File: src/verilog/rtcc_regs.svh
// Register offsets, field positions, reset values and timing counts
//
// Functional notes
// - Control bit 7 switches oscillator and bias currents on or off.
// - Control bit 6 enables the missing-clock detector.
// - Control bit 5 is set on missing clock, cleared by software.
// - Control bit 4 gates the timer; zero holds the count.
// - Control bit 3 enables alarms; clearing it also clears alarm flag.
// - Reading control bit 2 returns the alarm event flag.
// - Writing control bit 2 stores auto-reset enable, flag untouched.
// - Software sets bit 1 to load timer; hardware clears when done.
// - Software sets bit 0 to snapshot timer; hardware clears when done.
// - Alarm flag stays asserted at most one oscillator cycle.
// - Oscillator control bit 7 enables automatic gain control.
// - Oscillator control bit 6: zero self-oscillate, one crystal.
// - Oscillator control bit 5 enables bias doubling.
// - Oscillator control bit 4 reads amplitude-valid indicator.
// - Oscillator control low nibble reads zero, ignores writes.
// - Timer is 32-bit, increments each oscillator cycle while running.
// - Alarm fires on timer equal alarm; auto reset clears next cycle.
// - Detector flags fail when oscillator level holds over 100 us.
// - Load copies snapshot into timer; snapshot copies timer out.
`ifndef RTCC_REGS_SVH
`define RTCC_REGS_SVH

// ---------------------------------------------------------------
// Register indices (byte address is four times the index)
// ---------------------------------------------------------------
`define RTCC_IDX_SNAPSHOT     6'h00
`define RTCC_IDX_CONTROL      6'h04
`define RTCC_IDX_OSC_CONTROL  6'h05
`define RTCC_IDX_ALARM        6'h08

// ---------------------------------------------------------------
// Control register fields
// ---------------------------------------------------------------
`define RTCC_CTL_OSC_EN       7
`define RTCC_CTL_MCD_EN       6
`define RTCC_CTL_FAIL         5
`define RTCC_CTL_RUN          4
`define RTCC_CTL_ALARM_EN     3
`define RTCC_CTL_ALARM        2
`define RTCC_CTL_LOAD         1
`define RTCC_CTL_SNAP         0

// ---------------------------------------------------------------
// Oscillator control fields
// ---------------------------------------------------------------
`define RTCC_XCN_GAIN         7
`define RTCC_XCN_CRYSTAL      6
`define RTCC_XCN_BIAS2        5
`define RTCC_XCN_AMP_VALID    4

// ---------------------------------------------------------------
// Reset values and timing
// ---------------------------------------------------------------
`define RTCC_CTL_RESET        8'h00
`define RTCC_XCN_RESET        8'h00
`define RTCC_WORD_RESET       32'h0000_0000
`define RTCC_CLK_PERIOD_NS    40
`define RTCC_MCD_TIME_NS      100000
`define RTCC_MCD_CYCLES       \
    ((`RTCC_MCD_TIME_NS + `RTCC_CLK_PERIOD_NS - 1) / `RTCC_CLK_PERIOD_NS)

`endif

File: src/verilog/rtcc_pkg.sv
// Types shared by the real-time clock control block
package rtcc_pkg;

    typedef struct packed {
        logic osc_enable;
        logic missing_clock_detect_enable;
        logic timer_run;
        logic alarm_enable;
        logic autoreset;
        logic timer_load_request;
        logic timer_snapshot_request;
    } rtcc_ctrl_type;

    typedef struct packed {
        logic gain_control_enable;
        logic crystal_mode_select;
        logic bias_double_enable;
    } rtcc_osc_cfg_type;

endpackage : rtcc_pkg

File: src/verilog/rtcc_top.sv
// Real-time clock control, oscillator config, timer and alarm
//
// The Avalon-MM slave port was chosen for this implementation.
`timescale 1ns/10ps
`include "rtcc_regs.svh"

module rtcc_top (
    input  wire logic        clk,
    input  wire logic        rst,
    input  wire logic [7:0]  avs_address,
    input  wire logic        avs_read,
    input  wire logic        avs_write,
    input  wire logic [31:0] avs_writedata,
    input  wire logic [3:0]  avs_byteenable,
    output logic      [31:0] avs_readdata,
    output logic             avs_waitrequest,
    input  wire logic        osc_clk_in,
    input  wire logic        amplitude_valid_in,
    output logic             osc_enable,
    output logic             gain_control_enable,
    output logic             crystal_mode_select,
    output logic             bias_double_enable,
    output logic             alarm_event
);

    // ---------------------------------------------------------------
    // Pin synchronisers and oscillator edge detect
    // ---------------------------------------------------------------
    logic osc_meta_reg;
    logic osc_sync_reg;
    logic osc_prev_reg;
    logic amp_meta_reg;
    logic amp_sync_reg;

    always_ff @(posedge clk or posedge rst) begin
        if (rst) begin
            osc_meta_reg <= 1'b0;
            osc_sync_reg <= 1'b0;
            osc_prev_reg <= 1'b0;
            amp_meta_reg <= 1'b0;
            amp_sync_reg <= 1'b0;
        end else begin
            osc_meta_reg <= osc_clk_in;
            osc_sync_reg <= osc_meta_reg;
            osc_prev_reg <= osc_sync_reg;
            amp_meta_reg <= amplitude_valid_in;
            amp_sync_reg <= amp_meta_reg;
        end
    end

    // One tick per oscillator cycle, on its rising edge
    logic osc_tick;
    logic osc_change;
    assign osc_tick   = osc_sync_reg & ~osc_prev_reg;
    assign osc_change = osc_sync_reg ^ osc_prev_reg;

    // ---------------------------------------------------------------
    // Bus decode
    // ---------------------------------------------------------------
    logic [5:0] word_idx;
    logic       addr_ok;
    logic       wr_ctl;
    logic       wr_xcn;
    logic       wr_snap;
    logic       wr_alarm;
    logic       rd_take;

    assign word_idx = avs_address[7:2];
    assign addr_ok  = (avs_address[1:0] == 2'b00);
    assign wr_ctl   = avs_write & addr_ok & avs_byteenable[0]
                      & (word_idx == `RTCC_IDX_CONTROL);
    assign wr_xcn   = avs_write & addr_ok & avs_byteenable[0]
                      & (word_idx == `RTCC_IDX_OSC_CONTROL);
    assign wr_snap  = avs_write & addr_ok
                      & (word_idx == `RTCC_IDX_SNAPSHOT);
    assign wr_alarm = avs_write & addr_ok
                      & (word_idx == `RTCC_IDX_ALARM);

    // ---------------------------------------------------------------
    // State
    // ---------------------------------------------------------------
    rtcc_pkg::rtcc_ctrl_type    ctrl_reg;
    rtcc_pkg::rtcc_ctrl_type    ctrl_next;
    rtcc_pkg::rtcc_osc_cfg_type xcfg_reg;
    rtcc_pkg::rtcc_osc_cfg_type xcfg_next;
    logic                       fail_reg;
    logic                       fail_next;
    logic                       alarm_flag_reg;
    logic                       alarm_flag_next;
    logic [31:0]                timer_reg;
    logic [31:0]                timer_next;
    logic [31:0]                snapshot_reg;
    logic [31:0]                snapshot_next;
    logic [31:0]                alarm_value_reg;
    logic [31:0]                alarm_value_next;
    logic [11:0]                mcd_count_reg;
    logic [11:0]                mcd_count_next;
    logic                       rvalid_reg;
    logic                       rvalid_next;
    logic [31:0]                rdata_reg;
    logic [31:0]                rdata_next;
    logic [7:0]                 ctl_view;
    logic [7:0]                 xcn_view;

    localparam logic [11:0] MCD_LIMIT = 12'(`RTCC_MCD_CYCLES);
    // Parked one past the limit: fail is set once, software can clear it
    localparam logic [11:0] MCD_PARK  = MCD_LIMIT + 12'h001;

    // Byte-lane merge for the 32-bit words
    function automatic logic [31:0] lane_merge(
        input logic [31:0] old_val,
        input logic [31:0] new_val,
        input logic [3:0]  lanes
    );
        logic [31:0] res;
        res = old_val;
        for (int i = 0; i < 4; i++) begin
            if (lanes[i]) begin
                res[i*8 +: 8] = new_val[i*8 +: 8];
            end
        end
        return res;
    endfunction : lane_merge

    always_comb begin
        ctl_view = 8'h00;
        ctl_view[`RTCC_CTL_OSC_EN]   = ctrl_reg.osc_enable;
        ctl_view[`RTCC_CTL_MCD_EN]   = ctrl_reg.missing_clock_detect_enable;
        ctl_view[`RTCC_CTL_FAIL]     = fail_reg;
        ctl_view[`RTCC_CTL_RUN]      = ctrl_reg.timer_run;
        ctl_view[`RTCC_CTL_ALARM_EN] = ctrl_reg.alarm_enable;
        ctl_view[`RTCC_CTL_ALARM]    = alarm_flag_reg;
        ctl_view[`RTCC_CTL_LOAD]     = ctrl_reg.timer_load_request;
        ctl_view[`RTCC_CTL_SNAP]     = ctrl_reg.timer_snapshot_request;
        xcn_view = 8'h00;
        xcn_view[`RTCC_XCN_GAIN]      = xcfg_reg.gain_control_enable;
        xcn_view[`RTCC_XCN_CRYSTAL]   = xcfg_reg.crystal_mode_select;
        xcn_view[`RTCC_XCN_BIAS2]     = xcfg_reg.bias_double_enable;
        xcn_view[`RTCC_XCN_AMP_VALID] = amp_sync_reg;
    end

    // ---------------------------------------------------------------
    // Next-state logic
    // ---------------------------------------------------------------
    always_comb begin
        ctrl_next        = ctrl_reg;
        xcfg_next        = xcfg_reg;
        fail_next        = fail_reg;
        alarm_flag_next  = alarm_flag_reg;
        timer_next       = timer_reg;
        snapshot_next    = snapshot_reg;
        alarm_value_next = alarm_value_reg;
        mcd_count_next   = mcd_count_reg;

        // Software writes
        if (wr_ctl) begin
            ctrl_next.osc_enable = avs_writedata[`RTCC_CTL_OSC_EN];
            ctrl_next.missing_clock_detect_enable =
                avs_writedata[`RTCC_CTL_MCD_EN];
            ctrl_next.timer_run  = avs_writedata[`RTCC_CTL_RUN];
            ctrl_next.alarm_enable = avs_writedata[`RTCC_CTL_ALARM_EN];
            ctrl_next.autoreset  = avs_writedata[`RTCC_CTL_ALARM];
            // Writing zero cannot cancel a request in flight
            if (avs_writedata[`RTCC_CTL_LOAD]) begin
                ctrl_next.timer_load_request = 1'b1;
            end
            if (avs_writedata[`RTCC_CTL_SNAP]) begin
                ctrl_next.timer_snapshot_request = 1'b1;
            end
            if (!avs_writedata[`RTCC_CTL_FAIL]) begin
                fail_next = 1'b0;
            end
            if (!avs_writedata[`RTCC_CTL_ALARM_EN]) begin
                alarm_flag_next = 1'b0;
            end
        end
        if (wr_xcn) begin
            xcfg_next.gain_control_enable =
                avs_writedata[`RTCC_XCN_GAIN];
            xcfg_next.crystal_mode_select =
                avs_writedata[`RTCC_XCN_CRYSTAL];
            xcfg_next.bias_double_enable =
                avs_writedata[`RTCC_XCN_BIAS2];
        end
        if (wr_snap) begin
            snapshot_next = lane_merge(snapshot_reg, avs_writedata,
                                       avs_byteenable);
        end
        if (wr_alarm) begin
            alarm_value_next = lane_merge(alarm_value_reg, avs_writedata,
                                          avs_byteenable);
        end

        // Oscillator-paced work, one step per rising oscillator edge
        if (osc_tick) begin
            alarm_flag_next = 1'b0;
            if (alarm_flag_reg && ctrl_reg.autoreset) begin
                timer_next = `RTCC_WORD_RESET;
            end else if (ctrl_reg.timer_run) begin
                timer_next = timer_reg + 32'h0000_0001;
            end
            if (ctrl_reg.timer_snapshot_request) begin
                snapshot_next = timer_reg;
                ctrl_next.timer_snapshot_request = 1'b0;
            end
            if (ctrl_reg.timer_load_request) begin
                timer_next = snapshot_reg;
                ctrl_next.timer_load_request = 1'b0;
            end
            if (ctrl_reg.alarm_enable && !alarm_flag_reg
                && timer_reg == alarm_value_reg) begin
                alarm_flag_next = 1'b1;
            end
            // A request written in this very cycle is kept for next tick
            if (wr_ctl && avs_writedata[`RTCC_CTL_LOAD]) begin
                ctrl_next.timer_load_request = 1'b1;
            end
            if (wr_ctl && avs_writedata[`RTCC_CTL_SNAP]) begin
                ctrl_next.timer_snapshot_request = 1'b1;
            end
            if (wr_ctl && !avs_writedata[`RTCC_CTL_ALARM_EN]) begin
                alarm_flag_next = 1'b0;
            end
        end

        // Missing-clock detector: cycles since last oscillator level change
        if (osc_change || !ctrl_reg.osc_enable
            || !ctrl_reg.missing_clock_detect_enable) begin
            mcd_count_next = 12'h000;
        end else if (mcd_count_reg != MCD_PARK) begin
            mcd_count_next = mcd_count_reg + 12'h001;
        end
        // Set wins over a software clear in the same cycle
        if (mcd_count_reg == MCD_LIMIT) begin
            fail_next = 1'b1;
        end
    end

    // Read path: one wait state, data registered
    always_comb begin
        rvalid_next = avs_read & ~rvalid_reg;
        rdata_next  = rdata_reg;
        rd_take     = avs_read & ~rvalid_reg;
        if (rd_take) begin
            rdata_next = 32'h0000_0000;
            if (addr_ok) begin
                case (word_idx)
                    `RTCC_IDX_SNAPSHOT:    rdata_next = snapshot_reg;
                    `RTCC_IDX_CONTROL:     rdata_next = {24'h000000, ctl_view};
                    `RTCC_IDX_OSC_CONTROL: rdata_next = {24'h000000, xcn_view};
                    `RTCC_IDX_ALARM:       rdata_next = alarm_value_reg;
                    default:               rdata_next = 32'h0000_0000;
                endcase
            end
        end
    end

    // ---------------------------------------------------------------
    // Registers
    // ---------------------------------------------------------------
    always_ff @(posedge clk or posedge rst) begin
        if (rst) begin
            ctrl_reg        <= rtcc_pkg::rtcc_ctrl_type'(7'h00);
            xcfg_reg        <= rtcc_pkg::rtcc_osc_cfg_type'(3'h0);
            fail_reg        <= 1'b0;
            alarm_flag_reg  <= 1'b0;
            timer_reg       <= `RTCC_WORD_RESET;
            snapshot_reg    <= `RTCC_WORD_RESET;
            alarm_value_reg <= `RTCC_WORD_RESET;
            mcd_count_reg   <= 12'h000;
            rvalid_reg      <= 1'b0;
            rdata_reg       <= 32'h0000_0000;
        end else begin
            ctrl_reg        <= ctrl_next;
            xcfg_reg        <= xcfg_next;
            fail_reg        <= fail_next;
            alarm_flag_reg  <= alarm_flag_next;
            timer_reg       <= timer_next;
            snapshot_reg    <= snapshot_next;
            alarm_value_reg <= alarm_value_next;
            mcd_count_reg   <= mcd_count_next;
            rvalid_reg      <= rvalid_next;
            rdata_reg       <= rdata_next;
        end
    end

    // ---------------------------------------------------------------
    // Outputs
    // ---------------------------------------------------------------
    assign avs_readdata        = rdata_reg;
    assign avs_waitrequest     = avs_read & ~rvalid_reg;
    assign osc_enable          = ctrl_reg.osc_enable;
    assign gain_control_enable = xcfg_reg.gain_control_enable;
    assign crystal_mode_select = xcfg_reg.crystal_mode_select;
    assign bias_double_enable  = xcfg_reg.bias_double_enable;
    assign alarm_event         = alarm_flag_reg;

endmodule : rtcc_top

File: config.mk
export PLATFORM = sky130hd
export DESIGN_NAME = rtcc_top
export DESIGN_NICKNAME = d
export VERILOG_FILES = /design/src/verilog/rtcc_pkg.sv /design/src/verilog/rtcc_top.sv
export VERILOG_INCLUDE_DIRS = /design/src /design/src/verilog
export SDC_FILE = /design/constraint.sdc
export NUM_CORES = 1
export LEC_CHECK = 0
export BUFFER_PORTS_ARGS = -buffer_cell sky130_fd_sc_hd__buf_2
export CAP_MARGIN = 20
export CORE_MARGIN = 2
export CORE_UTILIZATION = 50
export CTS_CLUSTER_SIZE = 8
export DETAILED_ROUTE_END_ITERATION = 16
export PLACE_DENSITY = 0.7
export SLEW_MARGIN = 10
export SYNTH_ARGS = -nofsm -noshare
export SYNTH_HDL_FRONTEND = slang
export SYNTH_SLANG_ARGS = --single-unit
File: constraint.sdc
create_clock -name clk -period 10.6 [get_ports clk]
set_input_delay 1.59 -clock clk [delete_from_list [all_inputs] [get_ports clk]]
set_output_delay 1.59 -clock clk [all_outputs]
set_load 0.02 [all_outputs]
==> flow_metrics.tcl <==
set metrics [dict create \
    dpl_cell_area_mm2 0.00865 \
    synth_area_leaders "dfrtp_1, mux2i_1, mux2_2, xnor2_1, o21ai_0" \
    crit_path_top_delay_cell "buf_4" \
    synth_seq_area_share_pct 48.8 \
    dieArea_mm2 0.0172 \
    nFillCells 1385 \
    via_per_inst 5.85 \
    synthFlopType "dfrtp_1" \
    wl_per_cell_um 18.5 \
    slowest_delay_ps 350 \
    synth_edf_count 0 \
    ir_drop_mv 0.121 \
    core_mm2 0.0159 \
    ant_nets 0 \
    place_hpwl_um 13600 \
    clock_power_share_pct 42.7 \
    cts_buffer_depth 2 \
    max_cap_viol_count 0 \
    hold_violations 0 \
    area_growth_pct 15.1 \
    drtPass1Iterations 6 \
    slew_headroom_pct 26.6 \
    grt.overflow.total 0 \
    drive_gt1_share_pct 22.2 \
    clock_latency_ps 430 \
    start_util_pct 51.0 \
    cts_root_buf "clkbuf_16" \
    ys_types 60 \
    reg2regPathDepth 5 \
    multiInputGateArea_mm2 0.00389 \
    clkTransAtPathRegs_ps 60 \
    rows 46 \
    grt_pass1_wl_um 33400 \
    min_path_type "flip-flop to flip-flop" \
    dp_cells 1051 \
    internal_power_mw 1.12 \
    io_pins 88 \
    final-setup-viol-count 0 \
    drv_slew 0 \
    routed_wl_um 20100 \
    synthArstFlopShare_pct 100 \
    required_ps 9010 \
    synth_warnings 0 \
    power.density_mw_per_mm2 162 \
    critPathKind "primary input to output port" \
    p_comb_share_pct 10.4 \
    cts_tree "yes" \
    grtUsageTotal_pct 24.4 \
    whs_path_depth 0 \
    die_h_um 131 \
    synthCells 790 \
    final_nets 911 \
    worstPathArrival_ps 2470 \
    critPathMostFrequentCell "buf_2" \
    tightest_slew_ps 1100 \
    grt_max_degree 107 \
    path_cells "buf_2 -> nand2b_1 -> buf_4 -> inv_1 -> buf_2" \
    grt_pass1_vias 6172 \
    fmax_mhz 246 \
    cts_sinks 158 \
    register_area_mm2 0.00395 \
    die_w_um 131 \
    gp_congestion 0.850 \
    synth_area_per_cell_um2 10.3 \
    final_common_cell "dfrtp_1" \
    cts_buffers 17 \
    remaining_drc_errors 0 \
    drt_iter0_markers 528 \
    fin_worst_skew_ps 9.17 \
    startpoint_type "primary input" \
    instances_no_fill 1085 \
    synth_nets 845 \
    fin_crit_ps 4060 \
    post_cts_buffers 0 \
    cts_hold_buf 0 \
    p_leak_nw 4.25 \
    seq_power_share_pct 46.9 \
    syn_area_mm2 0.00810 \
    final_area_mm2 0.00932 \
    netlist.area_leader.share_pct 48.8 \
    timing.final.crit_share_pct 38.3 \
    mostFrequentLayoutCells "dfrtp_1, buf_2, nand2_1" \
    p_sw_mw 0.389 \
    status "finished clean" \
    switching_share_pct 25.7 \
    diodes 0 \
    tns_ps 0 \
    vias 6349 \
    synth_top_area_cell "dfrtp_1" \
    critPathMaxFanout 33 \
    htreeDepth 4 \
    rsz0062_at_grt "false" \
    ys_seq_elements 158 \
    antenna_found_initial 0 \
    end_kind "output port" \
    cts_resized 0 \
    portBuffers 87 \
]
[metal layers]
layer	GRT usage (%)	share of wire (%)	vias to the layer above
met4	7.85	2.0	0
met2	39.5	49	173
met1	32.9	45	3175
met5	0	0	-
met3	5.40	4.8	29
li1	-	-	2972
[Yosys cell counts (all sizes together) (2+ instances only)]
cell type,number
dfrtp,158
nand2,81
mux2i,68
nor2,68
o21ai,61
a21oi,55
mux2,40
xnor2,35
nand3,33
clkbuf,28
buf,19
nand4,19
inv,15
nor4,10
nor3,9
o22ai,9
a32oi,8
o311ai,7
and3,6
xor2,6
ha,5
o211ai,5
a22o,4
a22oi,4
o31a,4
a41oi,3
and2,3
and4,3
or3,3
a31oi,2
nand2b,2
o2bb2ai,2
or4,2
[worst paths after layout]
path	start	end	slack, ps
max	avs_read	avs_waitrequest	6540
min	amp_meta_reg	amp_sync_reg	350
max reg2reg	ctl_view[1]	timer_reg[28]	7860
min reg2reg	amp_meta_reg	amp_sync_reg	350
max in group asynchronous	rst	avs_readdata[10]	7990
min in group asynchronous	rst	avs_readdata[27]	1380
[cell families after synthesis]
| kind of cell | share of synthesized area [%] |
|---|---|
| adder cells (fa/ha/maj) | 0.772 |
| AND/OR/NAND/NOR | 16.0 |
| buffers and inverters | 3.30 |
| multiplexers | 14.0 |
| flip-flops | 48.8 |
| AO/OA/AOI/OAI | 12.8 |
| XOR/XNOR | 4.43 |
[cell type report]
cell class / count / area share (%)
flip-flops and latches: 158 / 42.4
multi-input cells: 570 / 41.8
repair buffers: 94 / 5.58
clock buffers: 21 / 4.94
well taps: 216 / 2.90
clock inverters: 11 / 1.76
inverters: 15 / 0.658
[worst max-delay path, delay by kind of cell]
family,cells,cell delay (ps)
simple gates,1,50
buf+inv,4,810
[power groups by stage]
stage          registers [mW]  clock network [mW]  logic [mW]
2_1_floorplan           0.695                   0       0.125
3_3_place_gp            0.718                   0       0.153
3_5_place_dp            0.719                   0       0.157
4_1_cts                 0.709               0.654       0.158
5_1_grt                 0.718               0.685       0.175
6_report                0.710               0.646       0.157
[metrics by stage]
| stage | worst slack, ps | utilization, % | hold slack (ps) | power, mW |
|---|---|---|---|---|
| floorplan | 4750 | - | 331 | 0.820 |
| global placement | 6550 | 54.5 | 336 | 0.871 |
| detailed placement | 6520 | 54.5 | 338 | 0.876 |
| CTS | 6530 | 58.4 | 355 | 1.52 |
| global route | 6440 | 58.7 | 366 | 1.58 |
| finish | 6540 | 58.7 | 352 | 1.51 |
No activity file was read; power rests on OpenSTA's default activity.
